## config.mk

```make
export PLATFORM = sky130hd
export DESIGN_NAME = pae_top
export DESIGN_NICKNAME = d
export VERILOG_FILES = /design/src/pae_pkg.sv /design/src/pae_top.sv /design/src/pae_filter.sv /design/src/pae_alarm.sv
export SDC_FILE = /design/constraint.sdc
export NUM_CORES = 2
export LEC_CHECK = 0
export ABC_AREA = 1
export BUFFER_PORTS_ARGS = -buffer_cell sky130_fd_sc_hd__buf_4
export CAP_MARGIN = 30
export CORE_MARGIN = 2
export CORE_UTILIZATION = 47
export CTS_BUF_LIST = sky130_fd_sc_hd__clkbuf_8 sky130_fd_sc_hd__clkbuf_16
export CTS_CLUSTER_SIZE = 30
export DETAILED_ROUTE_END_ITERATION = 12
export PLACE_DENSITY = 0.64
export SLEW_MARGIN = 30
export SYNTH_ARGS = -nofsm -noshare
export SYNTH_HDL_FRONTEND = slang
export SYNTH_SLANG_ARGS = --single-unit
```

## constraint.sdc

```tcl
create_clock -name ref_clk_i -period 6.1 [get_ports ref_clk_i]
set_input_delay 1.83 -clock ref_clk_i [delete_from_list [all_inputs] [get_ports ref_clk_i]]
set_output_delay 1.83 -clock ref_clk_i [all_outputs]
set_load 0.01 [all_outputs]
```

## src/pae_pkg.sv

```systemverilog
// package: constants, types and helpers of the process alarm evaluator
// Function
// - four alarms, each with own function choice
// - sensor fault alarm on open or short
// - absolute alarms compare value with own setpoint
// - differential setpoint is deviation from reference
// - one shared reference for differential alarms
// - outside band and inside band differential alarms
// - hysteresis separates turn-on and turn-off points
// - blocking suppresses alarm present at power-up
// - two timers; both zero disables timing
// - filter strength 0 to 60, 0 bypasses
// - signed offset added to process value
// - freeze shows held value alternating with message
// - peak capture shows peak alternating with message
// - function key selects unused, freeze, clear, peak
// - digital input has same four choices
// - serial rate 1200 to 115200, optional even parity
// - station address for multidrop network
// - fault replaces display with error message
// - display starts with process value after power-up
// - freeze activation toggles freeze state
// - peak activation restarts capture with new value
// - clear activation empties max and min memories
package pae_pkg;
  localparam int unsigned CLK_HZ = 25_000_000; // system clock, hertz
  localparam int unsigned SEC_S = 1; // timer and blink unit, seconds
  localparam int unsigned SEC_CYCLES = CLK_HZ * SEC_S; // cycles per unit
  localparam int NUM_AL = 4; // alarm channels
  localparam logic [5:0] FILT_MAX = 6'h3c; // strongest filter level
  // register byte offsets
  localparam logic [7:0] A_FUNC = 8'h00;
  localparam logic [7:0] A_OFFSET = 8'h04;
  localparam logic [7:0] A_REF = 8'h08;
  localparam logic [7:0] A_STAT = 8'h0c;
  localparam logic [7:0] A_PV = 8'h10;
  localparam logic [7:0] A_MAX = 8'h14;
  localparam logic [7:0] A_MIN = 8'h18;
  localparam logic [7:0] A_DISP = 8'h1c;
  localparam logic [7:0] A_AL0 = 8'h20; // first alarm block
  localparam logic [7:0] A_ALEND = 8'h60; // past last alarm block
  localparam logic [3:0] A_ALCFG = 4'h0; // within one alarm block
  localparam logic [3:0] A_ALSP = 4'h4;
  localparam logic [3:0] A_ALTM = 4'h8;
  // field positions of the function word
  localparam int F_KEY = 0; // 2 bits
  localparam int F_DIN = 2; // 2 bits
  localparam int F_FILT = 4; // 6 bits
  localparam int F_BAUD = 10; // 3 bits
  localparam int F_PAR = 13; // 1 bit
  localparam int F_ADR = 14; // 8 bits
  // reset values
  localparam logic [31:0] FUNC_RST = 32'h0000_4000; // station 1
  localparam logic [15:0] WORD_RST = 16'h0000; // offset, reference
  typedef enum logic [2:0] {
    AF_OFF = 3'h0, AF_FAULT = 3'h1, AF_LO = 3'h2, AF_HI = 3'h3,
    AF_DEV_LO = 3'h4, AF_DEV_HI = 3'h5, AF_DEV_OUT = 3'h6, AF_DEV_IN = 3'h7
  } pae_alfunc_t;
  typedef enum logic [1:0] {
    KS_UNUSED = 2'h0, KS_FREEZE = 2'h1, KS_CLEAR = 2'h2, KS_PEAK = 2'h3
  } pae_keysel_t;
  typedef enum logic [1:0] {
    DM_NONE = 2'h0, DM_FREEZE = 2'h1, DM_PEAK = 2'h2, DM_ERROR = 2'h3
  } pae_msg_t;
  typedef enum logic [3:0] {
    TS_IDLE = 4'h1, TS_DELAY = 4'h2, TS_ON = 4'h4, TS_DONE = 4'h8
  } pae_tstate_t;
  typedef struct packed {
    pae_alfunc_t func;
    logic block;
    logic [15:0] hyst;
    logic signed [15:0] setpoint;
    logic [15:0] t1;
    logic [15:0] t2;
  } pae_alcfg_t;
  typedef struct packed {
    logic valid;
    logic open_c;
    logic short_c;
    logic signed [15:0] value;
  } pae_meas_t;
  // sign extension to working width
  function automatic logic signed [17:0] ext18(input logic signed [15:0] v);
    return {{2{v[15]}}, v};
  endfunction : ext18
  // clip a working value to the display range
  function automatic logic signed [15:0] sat16(input logic signed [17:0] v);
    if (v > 18'sh07fff) return 16'sh7fff;
    if (v < 18'sh38000) return 16'sh8000;
    return v[15:0];
  endfunction : sat16
endpackage : pae_pkg

```

## src/pae_top.sv

```systemverilog
// process alarm evaluator: registers, display, capture and alarms
//
// Local design decisions: the register offsets and register access over APB.
`timescale 1ns/10ps
module pae_top import pae_pkg::*; #(
  parameter int unsigned SEC_CYC = SEC_CYCLES // cycles per timer tick
) (
  // clock and reset
  input wire logic ref_clk_i,
  input wire logic rst_n_i,
  // apb slave
  input wire logic psel_i,
  input wire logic penable_i,
  input wire logic pwrite_i,
  input wire logic [7:0] paddr_i,
  input wire logic [31:0] pwdata_i,
  output logic pready_o,
  output logic [31:0] prdata_o,
  output logic pslverr_o,
  // measurement path
  input wire pae_meas_t meas_i,
  // operator pins
  input wire logic key_i,
  input wire logic digital_input_select_i,
  // alarm lines and display
  output logic [NUM_AL-1:0] alarm_o,
  output logic signed [15:0] display_value_o,
  output pae_msg_t display_msg_o,
  // serial link settings
  output logic [2:0] baud_sel_o,
  output logic parity_even_o,
  output logic [7:0] station_address_o
);
  typedef struct packed {
    logic [2:0] key_sync; // two sync stages, then last level
    logic [2:0] din_sync; // same for the digital input
    logic [31:0] func; // function word
    logic signed [15:0] offset; // display offset
    logic signed [15:0] ref_v; // differential reference
    pae_alcfg_t [NUM_AL-1:0] al; // per-alarm settings
    logic [31:0] rdata; // read data, caught in setup
    logic slverr; // unmapped address, caught in setup
    logic [NUM_AL-1:0] cond; // evaluated conditions
    logic upd_d; // update strobe, one cycle late
    logic freeze; // display frozen
    logic signed [15:0] frz_val; // frozen value
    logic pk_load; // next update reloads peak
    logic signed [15:0] pk_val; // captured peak
    logic ext_load; // next update reloads extremes
    logic signed [15:0] max_v; // maximum memory
    logic signed [15:0] min_v; // minimum memory
    logic alt; // message phase of the blink
    logic [31:0] sec_cnt; // tick divider
    logic tick; // one-cycle tick pulse
    logic signed [15:0] disp_val; // shown value
    pae_msg_t disp_msg; // shown message
  } pae_top_st_t;
  pae_top_st_t s, next_s;

  logic f_upd; // filtered value is new
  logic f_fault; // sensor broken
  logic signed [15:0] f_pv; // corrected process value
  logic [NUM_AL-1:0] al_act; // alarm lines after timing
  logic key_act; // key press edge
  logic din_act; // digital input edge
  logic frz_mode; // freeze chosen on a source
  logic pk_mode; // peak chosen on a source
  pae_keysel_t ksel; // function key choice
  pae_keysel_t dsel; // digital input choice

  // correct and smooth the measurement first
  pae_filter u_filter (
    .ref_clk_i(ref_clk_i),
    .rst_n_i(rst_n_i),
    .meas_i(meas_i),
    .level_i(s.func[F_FILT +: 6]),
    .offset_i(s.offset),
    .upd_o(f_upd),
    .fault_o(f_fault),
    .pv_o(f_pv)
  );

  // one timer channel per alarm
  for (genvar g = 0; g < NUM_AL; g++) begin : g_al
    pae_alarm u_alarm (
      .ref_clk_i(ref_clk_i),
      .rst_n_i(rst_n_i),
      .tick_i(s.tick),
      .upd_i(s.upd_d),
      .cond_i(s.cond[g]),
      .cfg_i(s.al[g]),
      .active_o(al_act[g])
    );
  end

  // word-aligned addresses that exist
  function automatic logic reg_ok(input logic [7:0] a);
    logic [7:0] o;
    o = a - A_AL0;
    if (a[1:0] != 2'b00) return 1'b0;
    if (a < A_AL0) return 1'b1;
    return a < A_ALEND && o[3:0] != 4'hc;
  endfunction : reg_ok

  // low test; once on it holds up to the point plus the band
  function automatic logic under(input logic signed [17:0] v, t, h,
                                 input logic held);
    return held ? (v <= t + h) : (v < t);
  endfunction : under

  // high test; once on it holds down to the point minus the band
  function automatic logic over(input logic signed [17:0] v, t, h,
                                input logic held);
    return held ? (v >= t - h) : (v > t);
  endfunction : over

  // source choices and edges; the second stage is compared with the last level
  always_comb begin
    ksel = pae_keysel_t'(s.func[F_KEY +: 2]);
    dsel = pae_keysel_t'(s.func[F_DIN +: 2]);
    key_act = s.key_sync[1] & ~s.key_sync[2];
    din_act = s.din_sync[1] & ~s.din_sync[2];
    frz_mode = (ksel == KS_FREEZE) || (dsel == KS_FREEZE);
    pk_mode = (ksel == KS_PEAK) || (dsel == KS_PEAK);
  end

  // all next-state logic of the block
  always_comb begin
    logic [7:0] ao; // offset into alarm blocks
    logic [1:0] ai; // addressed alarm
    logic signed [17:0] pv; // working process value
    logic signed [17:0] rf; // working reference
    logic signed [17:0] sp; // working setpoint
    logic signed [17:0] hb; // working hysteresis
    logic hit; // next condition of one alarm
    ao = paddr_i - A_AL0;
    ai = ao[5:4];
    pv = ext18(f_pv);
    rf = ext18(s.ref_v);
    sp = '0;
    hb = '0;
    hit = 1'b0;
    next_s = s;
    next_s.tick = 1'b0;
    next_s.upd_d = f_upd;
    // pins pass two flops before any logic reads them
    next_s.key_sync = {s.key_sync[1:0], key_i};
    next_s.din_sync = {s.din_sync[1:0], digital_input_select_i};

    // tick divider drives timers and the blink
    if (s.sec_cnt >= SEC_CYC - 1) begin
      next_s.sec_cnt = '0;
      next_s.tick = 1'b1;
      next_s.alt = ~s.alt;
    end else begin
      next_s.sec_cnt = s.sec_cnt + 32'h1;
    end

    // apb setup: read data and error are caught ahead of access
    if (psel_i && !penable_i) begin
      next_s.slverr = ~reg_ok(paddr_i);
      next_s.rdata = '0;
      // words past the last alarm block read as zero, like other holes
      if (paddr_i >= A_AL0 && paddr_i < A_ALEND) begin
        unique case (ao[3:0])
          A_ALCFG: next_s.rdata = {s.al[ai].hyst, 12'h000, s.al[ai].block,
                                   s.al[ai].func};
          A_ALSP: next_s.rdata = {16'h0000, s.al[ai].setpoint};
          A_ALTM: next_s.rdata = {s.al[ai].t2, s.al[ai].t1};
          default: next_s.rdata = '0; // hole or unmapped
        endcase
      end else begin
        unique case (paddr_i)
          A_FUNC: next_s.rdata = s.func;
          A_OFFSET: next_s.rdata = {16'h0000, s.offset};
          A_REF: next_s.rdata = {16'h0000, s.ref_v};
          A_STAT: next_s.rdata = {24'h000000, s.alt, pk_mode, s.freeze,
                                  f_fault, al_act};
          A_PV: next_s.rdata = {16'h0000, f_pv};
          A_MAX: next_s.rdata = {16'h0000, s.max_v};
          A_MIN: next_s.rdata = {16'h0000, s.min_v};
          A_DISP: next_s.rdata = {16'h0000, s.disp_val};
          default: next_s.rdata = '0; // misaligned or past the last alarm block
        endcase
      end
    end

    // apb access: writes land here, read-only words ignore them
    if (psel_i && penable_i && pwrite_i && reg_ok(paddr_i)) begin
      if (paddr_i >= A_AL0) begin
        unique case (ao[3:0])
          A_ALCFG: begin
            next_s.al[ai].func = pae_alfunc_t'(pwdata_i[2:0]);
            next_s.al[ai].block = pwdata_i[3];
            next_s.al[ai].hyst = pwdata_i[31:16];
          end
          A_ALSP: next_s.al[ai].setpoint = pwdata_i[15:0];
          A_ALTM: begin
            next_s.al[ai].t1 = pwdata_i[15:0];
            next_s.al[ai].t2 = pwdata_i[31:16];
          end
          default: next_s.al[ai].t1 = s.al[ai].t1; // hole
        endcase
      end else if (paddr_i == A_FUNC) begin
        // rate, parity, address and source choices kept as written
        next_s.func = {10'h000, pwdata_i[21:0]};
        // filter level clipped to its top setting
        if (pwdata_i[F_FILT +: 6] > FILT_MAX) begin
          next_s.func[F_FILT +: 6] = FILT_MAX;
        end
      end else if (paddr_i == A_OFFSET) begin
        next_s.offset = pwdata_i[15:0];
      end else if (paddr_i == A_REF) begin
        next_s.ref_v = pwdata_i[15:0];
      end
    end

    // alarm conditions, refreshed on each new value
    if (f_upd) begin
      for (int i = 0; i < NUM_AL; i++) begin
        sp = ext18(s.al[i].setpoint);
        hb = {2'b00, s.al[i].hyst};
        hit = 1'b0;
        // a broken sensor only trips the fault function
        unique case (s.al[i].func)
          AF_OFF: hit = 1'b0;
          AF_FAULT: hit = f_fault;
          AF_LO: hit = under(pv, sp, hb, s.cond[i]);
          AF_HI: hit = over(pv, sp, hb, s.cond[i]);
          AF_DEV_LO: hit = under(pv, rf + sp, hb, s.cond[i]);
          AF_DEV_HI: hit = over(pv, rf + sp, hb, s.cond[i]);
          AF_DEV_OUT: hit = under(pv, rf - sp, hb, s.cond[i])
                            || over(pv, rf + sp, hb, s.cond[i]);
          AF_DEV_IN: hit = s.cond[i]
                           ? (pv >= rf - sp - hb && pv <= rf + sp + hb)
                           : (pv > rf - sp && pv < rf + sp);
        endcase
        next_s.cond[i] = hit && (!f_fault || s.al[i].func == AF_FAULT);
      end
    end

    // captures track the corrected value on each update
    if (f_upd) begin
      next_s.pk_load = 1'b0;
      next_s.ext_load = 1'b0;
      if (s.pk_load || f_pv > s.pk_val) next_s.pk_val = f_pv;
      if (s.ext_load || f_pv > s.max_v) next_s.max_v = f_pv;
      if (s.ext_load || f_pv < s.min_v) next_s.min_v = f_pv;
    end

    // source activations; a restart wins over a same-cycle update
    if ((key_act && ksel == KS_PEAK) || (din_act && dsel == KS_PEAK)) begin
      next_s.pk_load = 1'b1;
    end
    if ((key_act && ksel == KS_CLEAR) || (din_act && dsel == KS_CLEAR)) begin
      next_s.ext_load = 1'b1;
    end
    if ((key_act && ksel == KS_FREEZE) || (din_act && dsel == KS_FREEZE)) begin
      next_s.freeze = ~s.freeze;
      next_s.frz_val = f_pv;
    end
    if (!frz_mode) next_s.freeze = 1'b0;

    // display: error over freeze over peak over live value
    if (f_fault) begin
      next_s.disp_val = f_pv;
      next_s.disp_msg = DM_ERROR;
    end else if (s.freeze) begin
      next_s.disp_val = s.frz_val;
      next_s.disp_msg = s.alt ? DM_FREEZE : DM_NONE;
    end else if (pk_mode) begin
      next_s.disp_val = s.pk_val;
      next_s.disp_msg = s.alt ? DM_PEAK : DM_NONE;
    end else begin
      next_s.disp_val = f_pv;
      next_s.disp_msg = DM_NONE;
    end
  end

  // state register; captures reload on their first update
  always_ff @(posedge ref_clk_i or negedge rst_n_i) begin
    if (!rst_n_i) begin
      s <= '0;
      s.func <= FUNC_RST;
      s.offset <= WORD_RST;
      s.ref_v <= WORD_RST;
      s.pk_load <= 1'b1;
      s.ext_load <= 1'b1;
      s.disp_msg <= DM_NONE;
    end else begin
      s <= next_s;
    end
  end

  // zero wait states: the answer was prepared in setup
  assign pready_o = 1'b1;
  assign prdata_o = s.rdata;
  assign pslverr_o = s.slverr;
  // outward levels
  assign alarm_o = al_act;
  assign display_value_o = s.disp_val;
  assign display_msg_o = s.disp_msg;
  assign baud_sel_o = s.func[F_BAUD +: 3];
  assign parity_even_o = s.func[F_PAR];
  assign station_address_o = s.func[F_ADR +: 8];
endmodule : pae_top

```

## src/pae_filter.sv

```systemverilog
// measurement filter and offset correction stage
`timescale 1ns/10ps
module pae_filter import pae_pkg::*; (
  // clock and reset
  input wire logic ref_clk_i,
  input wire logic rst_n_i,
  // raw measurement and settings
  input wire pae_meas_t meas_i,
  input wire logic [5:0] level_i,
  input wire logic signed [15:0] offset_i,
  // corrected value
  output logic upd_o,
  output logic fault_o,
  output logic signed [15:0] pv_o
);
  typedef struct packed {
    logic primed; // first sample seen
    logic upd; // one-cycle update strobe
    logic fault; // sensor open or short
    logic signed [23:0] acc; // average, 8 fraction bits
    logic signed [15:0] pv; // corrected value
  } pae_filt_st_t;
  pae_filt_st_t s, next_s;
  logic signed [24:0] diff; // sample minus average
  logic [3:0] shift; // weight of new sample
  // one-pole average; weight halves every eight levels
  always_comb begin
    next_s = s;
    next_s.upd = 1'b0;
    shift = 4'h1 + {1'b0, level_i[5:3]};
    diff = {meas_i.value[15], meas_i.value, 8'h00} - {s.acc[23], s.acc};
    if (meas_i.valid) begin
      next_s.upd = 1'b1;
      next_s.primed = 1'b1;
      next_s.fault = meas_i.open_c | meas_i.short_c;
      // seeding avoids a slow ramp up from zero
      if (level_i == 6'h00 || !s.primed) begin
        next_s.acc = {meas_i.value, 8'h00};
      end else begin
        next_s.acc = s.acc + 24'(diff >>> shift);
      end
      next_s.pv = sat16(ext18(next_s.acc[23:8]) + ext18(offset_i));
    end
  end
  // state register
  always_ff @(posedge ref_clk_i or negedge rst_n_i) begin
    if (!rst_n_i) begin
      s <= '0;
    end else begin
      s <= next_s;
    end
  end
  assign upd_o = s.upd;
  assign fault_o = s.fault;
  assign pv_o = s.pv;
endmodule : pae_filter

```

## src/pae_alarm.sv

```systemverilog
// one alarm channel: power-up blocking and on/off timers
`timescale 1ns/10ps
module pae_alarm import pae_pkg::*; (
  // clock and reset
  input wire logic ref_clk_i,
  input wire logic rst_n_i,
  // timing and evaluated condition
  input wire logic tick_i,
  input wire logic upd_i,
  input wire logic cond_i,
  input wire pae_alcfg_t cfg_i,
  // alarm line
  output logic active_o
);
  typedef struct packed {
    pae_tstate_t st; // timer phase
    logic blk; // power-up suppression
    logic [15:0] cnt; // remaining ticks
  } pae_al_st_t;
  pae_al_st_t s, next_s;
  logic run; // condition after blocking
  // timer sequence: delay t1, then on for t2 (0 = until cleared)
  always_comb begin
    next_s = s;
    run = cond_i & ~s.blk;
    // blocking lifts once the condition was seen absent
    if (upd_i && s.blk && (!cfg_i.block || !cond_i)) begin
      next_s.blk = 1'b0;
    end
    unique case (s.st)
      TS_IDLE: begin
        if (run && cfg_i.t1 != 16'h0000) begin
          next_s.st = TS_DELAY;
          next_s.cnt = cfg_i.t1;
        end else if (run) begin
          next_s.st = TS_ON;
          next_s.cnt = cfg_i.t2;
        end
      end
      TS_DELAY: begin
        if (!run) begin
          next_s.st = TS_IDLE;
        end else if (tick_i && s.cnt <= 16'h0001) begin
          next_s.st = TS_ON;
          next_s.cnt = cfg_i.t2;
        end else if (tick_i) begin
          next_s.cnt = s.cnt - 16'h0001;
        end
      end
      TS_ON: begin
        if (!run) begin
          next_s.st = TS_IDLE;
        end else if (tick_i && s.cnt != 16'h0000) begin
          // momentary pulse ends, waits for condition to clear
          if (s.cnt == 16'h0001) next_s.st = TS_DONE;
          next_s.cnt = s.cnt - 16'h0001;
        end
      end
      TS_DONE: begin
        if (!run) next_s.st = TS_IDLE;
      end
      default: next_s.st = TS_IDLE; // lost one-hot code
    endcase
  end
  // state register; blocked from power-up
  always_ff @(posedge ref_clk_i or negedge rst_n_i) begin
    if (!rst_n_i) begin
      s <= '0;
      s.st <= TS_IDLE;
      s.blk <= 1'b1;
    end else begin
      s <= next_s;
    end
  end
  assign active_o = (s.st == TS_ON);
endmodule : pae_alarm

```

==> Implementation_results.wiki <==
{| class="wikitable"
! Metric !! Value
|-
| Most area-consuming cells after synthesis || sky130_fd_sc_hd__ha_1 21%, sky130_fd_sc_hd__dfrtp_1 20%, sky130_fd_sc_hd__nand2_1 9.6%, sky130_fd_sc_hd__inv_1 7.1%, sky130_fd_sc_hd__a21oi_1 6.0%
|-
| Top routing layer used || met5
|-
| Highest achievable clock rate || 0.1524 GHz
|-
| Unrepaired setup endpoints after global routing || true
|-
| Number of antenna violations at the first check in global routing || 28
|-
| Critical path startpoint category || input port
|-
| Starting density of the core || a little under half
|-
| Fin worst setup slack || -0.4597 ns
|-
| Crit-path max FO || 5
|-
| WL met3 || 35.60 mm
|-
| Layout cell share with drive strength beyond 1 || roughly 17%
|-
| Pin count of the biggest net entering global routing || 116
|-
| IO Port Bufs || 132
|-
| Number of warnings printed during yosys synthesis || 0
|-
| Cell type contributing the most total cell area after synthesis || sky130_fd_sc_hd__ha_1
|-
| Inserted Clock Buffers || 73
|-
| Setup total negative slack || -6.408 ns
|-
| Sort of element at the end of the critical path || flop
|-
| Pwr/cell area || 356.0 nW/um^2
|-
| Commonest non-fill, non-tap cells in the layout || 1,867 x sky130_fd_sc_hd__nand2_1, 1,432 x sky130_fd_sc_hd__inv_1, 1,209 x sky130_fd_sc_hd__ha_1
|-
| Slowest stage cell, crit path || sky130_fd_sc_hd__ha_1
|-
| Mapped Cells || roughly 11,000
|-
| Global-route usage over all layers || 40.97%
|-
| Boundary Pins || 134
|-
| Area of the core || 160,600 um^2
|-
| Total wire length || approximately 350 mm
|-
| Count of flip-flops with a built-in enable after synthesis || 0
|-
| Max capacitance violation total || 0
|-
| Main synth FF type || sky130_fd_sc_hd__dfrtp_1
|-
| Final Hold Violating Endpoints || 0
|-
| CTS H-Tree Depth || 3
|-
| Ys async rst share || 100.0%
|-
| Synthesized flop and latch total || 616
|-
| Area enclosed by the die boundary || 164,900 um^2
|-
| Hold crit path type || flop to flop
|-
| Clock period minus worst slack || 6.560 ns
|-
| Ratio of final minimum period to clock period || 107.5%
|-
| Pleak || around 46 nW
|-
| Post-synthesis instance area || ~76,000 um^2
|-
| DR WL met2 || about 150 mm
|-
| Clock-pin transition on the worst setup and hold timing paths || around 0.06 ns
|-
| M1 WL || 137.0 mm
|-
| First-pass GRT wire length || ~500 mm
|-
| First DRT Iteration DRCs || 9,495
|-
| Number of global-route vias before repair || 78,190
|-
| Aggregate global routing overflow || 0
|-
| Sink Count || 616
|-
| Filler-free cell count of the finished design || 13,830
|-
| Post-placement cell count || about 14,000
|-
| Post-synthesis to final-layout area growth || 20.64%
|-
| Leading cell type in the layout, fill and taps excluded || sky130_fd_sc_hd__nand2_1
|-
| Clk Tree Root Cell || sky130_fd_sc_hd__clkbuf_16
|-
| Post-detailed-placement half-perimeter wirelength || 275.3 mm
|-
| Max Transition Viols Final || 0
|-
| Clock Tree Buf Depth || 3
|-
| Violations in the final reports || setup timing
|-
| Relative max-transition margin || 10.33%
|-
| Clock tree from TritonCTS || done
|-
| Post-synthesis sequential area ratio || 20.31%
|-
| Die Span X || 406.0 um
|-
| Run status || complete, but fails checks
|-
| Die Height || 406.0 um
|-
| Synthesized area divided by synthesized cell count || between 7 and 8 um^2
|-
| Crit path kind || input port to flop
|-
| Count of different cell masters after synthesis || 88
|-
| TritonRoute pass-1 iters || 7
|-
| Fin nets || ~13,000
|-
| Total number of vias || 83,160
|-
| Setup WS pre-CTS || -1.526 ns
|-
| Post-layout instance area || 91,640 um^2
|-
| Critical path buffer and inverter count || 4
|-
| Global placer's final weighted congestion || 1.096
|-
| Largest delay contributor family on the critical path || simple AND/OR/NAND/NOR gates
|-
| Data required, critical path || approximately 6.7 ns
|-
| Routed length per instance || 25.34 um
|-
| Ratio of routed vias to standard cells || 6.012
|-
| Largest incremental delay on the critical path || 0.37 ns
|-
| Count of antenna-violating nets left after detailed routing || 0
|-
| Post-layout power || approximately 33 mW
|-
| Source-to-sink clock delay at the later pin of the worst-skew pair || 0.71 ns
|-
| Post-place instance area || 85,680 um^2
|-
| Hold Buf Count CTS || 0
|-
| Setup violations, final || 16
|-
| R2R setup slack || about 0.06 ns
|-
| Max IR drop VDD || 416.4 uV
|-
| Tightest Pin Transition || 1.342 ns
|-
| DRC violations left || 0
|-
| Number of placement rows || 147
|-
| Data arrival time at the worst-slack endpoint || between 7 and 8 ns
|-
| Final clock skew || between 0.03 and 0.04 ns
|-
| Critical path's most frequent cell || sky130_fd_sc_hd__nand2_1
|-
| Fraction of synthesized cell area taken by the top area cell type || about a fifth
|}
[synth_stat cells, types with 11 or more instances]
| cell type | count |
|---|---|
| sky130_fd_sc_hd__fa_1 | 34 |
| sky130_fd_sc_hd__or2_2 | 19 |
| sky130_fd_sc_hd__nor2_2 | 15 |
| sky130_fd_sc_hd__ha_1 | 1272 |
| sky130_fd_sc_hd__nor4_1 | 59 |
| sky130_fd_sc_hd__o211ai_1 | 82 |
| sky130_fd_sc_hd__nand3_1 | 404 |
| sky130_fd_sc_hd__o21ai_2 | 18 |
| sky130_fd_sc_hd__clkbuf_1 | 232 |
| sky130_fd_sc_hd__buf_4 | 83 |
| sky130_fd_sc_hd__a221oi_1 | 61 |
| sky130_fd_sc_hd__o31ai_1 | 33 |
| sky130_fd_sc_hd__xnor2_1 | 73 |
| sky130_fd_sc_hd__o21ai_0 | 860 |
| sky130_fd_sc_hd__o21ai_1 | 138 |
| sky130_fd_sc_hd__buf_2 | 82 |
| sky130_fd_sc_hd__o2111ai_1 | 58 |
| sky130_fd_sc_hd__inv_1 | 1443 |
| sky130_fd_sc_hd__a31oi_1 | 57 |
| sky130_fd_sc_hd__buf_1 | 25 |
| sky130_fd_sc_hd__nor3_1 | 173 |
| sky130_fd_sc_hd__a22oi_1 | 95 |
| sky130_fd_sc_hd__o221ai_1 | 68 |
| sky130_fd_sc_hd__nand2_1 | 1944 |
| sky130_fd_sc_hd__o21bai_1 | 77 |
| sky130_fd_sc_hd__nand4_1 | 128 |
| sky130_fd_sc_hd__a211oi_1 | 38 |
| sky130_fd_sc_hd__a21oi_1 | 912 |
| sky130_fd_sc_hd__a2111oi_0 | 11 |
| sky130_fd_sc_hd__dfrtp_1 | 605 |
| sky130_fd_sc_hd__a22o_1 | 27 |
| sky130_fd_sc_hd__o21a_1 | 16 |
| sky130_fd_sc_hd__dfstp_2 | 11 |
| sky130_fd_sc_hd__o22ai_1 | 120 |
| sky130_fd_sc_hd__xor2_1 | 475 |
| sky130_fd_sc_hd__nor2_1 | 750 |
| sky130_fd_sc_hd__a21o_1 | 43 |
| sky130_fd_sc_hd__inv_2 | 32 |
| sky130_fd_sc_hd__a21oi_2 | 13 |
[power by group]
group | switching, mW | leakage (nW) | internal (mW)
Clock | 2.00 | 1.25 | 2.61
Combinational | 12.9 | 37.5 | 8.86
Sequential | 1.41 | 7.43 | 4.86
[worst register-to-register path: cells and delay by family, from the launching register on]
family,cells,cell delay [ns]
buffers and inverters,9,1.02
XOR/XNOR,2,0.43
AND/OR/NAND/NOR,19,1.64
adder cells (fa/ha/maj),4,1.12
AO/OA/AOI/OAI,8,1.27
flip-flops,1,0.41
[cells by family after synthesis]
| group | after synthesis | synth area share, % |
|---|---|---|
| AO/OA/AOI/OAI | 2802 | 21.73 |
| AND/OR/NAND/NOR | 3555 | 19.67 |
| XOR/XNOR | 550 | 6.361 |
| other | 2 | 0.009887 |
| flip-flops | 616 | 20.31 |
| buffers and inverters | 1915 | 10.05 |
| adder cells (fa/ha/maj) | 1306 | 21.85 |
| multiplexers | 2 | 0.02636 |
[path summary, 6_finish.rpt]
kind                                    endpoint         from  depth (start not counted)
setup / recovery                u_filter.pv_o[5]    meas_i[1]                         42
min in group asynchronous  g_al[0].u_alarm.s[10]      rst_n_i                          1
hold reg to reg                      next_s[495]  next_s[494]                          0
setup reg to reg                          s[122]       s[429]                         42
max in group asynchronous                  s[24]      rst_n_i                          3
hold / removal                       next_s[495]  next_s[494]                          0
[area by class of cell]
type	instances	area [um^2]
clock buffers	84	1989
fillers	15460	68930
inverters	1483	5579
diodes	11	27.53
repair buffers	1205	9498
multi-input cells	8224	55920
well taps	2160	2703
clock inverters	48	466.7
flip-flops and latches	616	15460
[per-layer routing]
layer  vias to the layer above  GRT usage (%)
li1                      38210              -
met1                     39260          51.07
met2                      4430          61.42
met3                      1239          9.989
met4                        20          30.03
met5                         -              0
[metrics by stage]
stage / hold slack (ns) / utilization, %
after floorplan: 0.3312 / -
after global placement: 0.3487 / 53.36
after detailed placement: 0.3419 / 53.36
after CTS: 0.3615 / 55.45
after global routing: 0.3699 / 57.06
final: 0.3611 / 57.07
[timing repair]
action / 4_1_cts / 5_1_grt
setup buffers: 27 / 58
endpoints found under the setup margin: 20 / 20
cloned: 2 / 0
pin swaps: 113 / 260
resized for setup: 173 / 450
(Power assumes the default switching activity.)
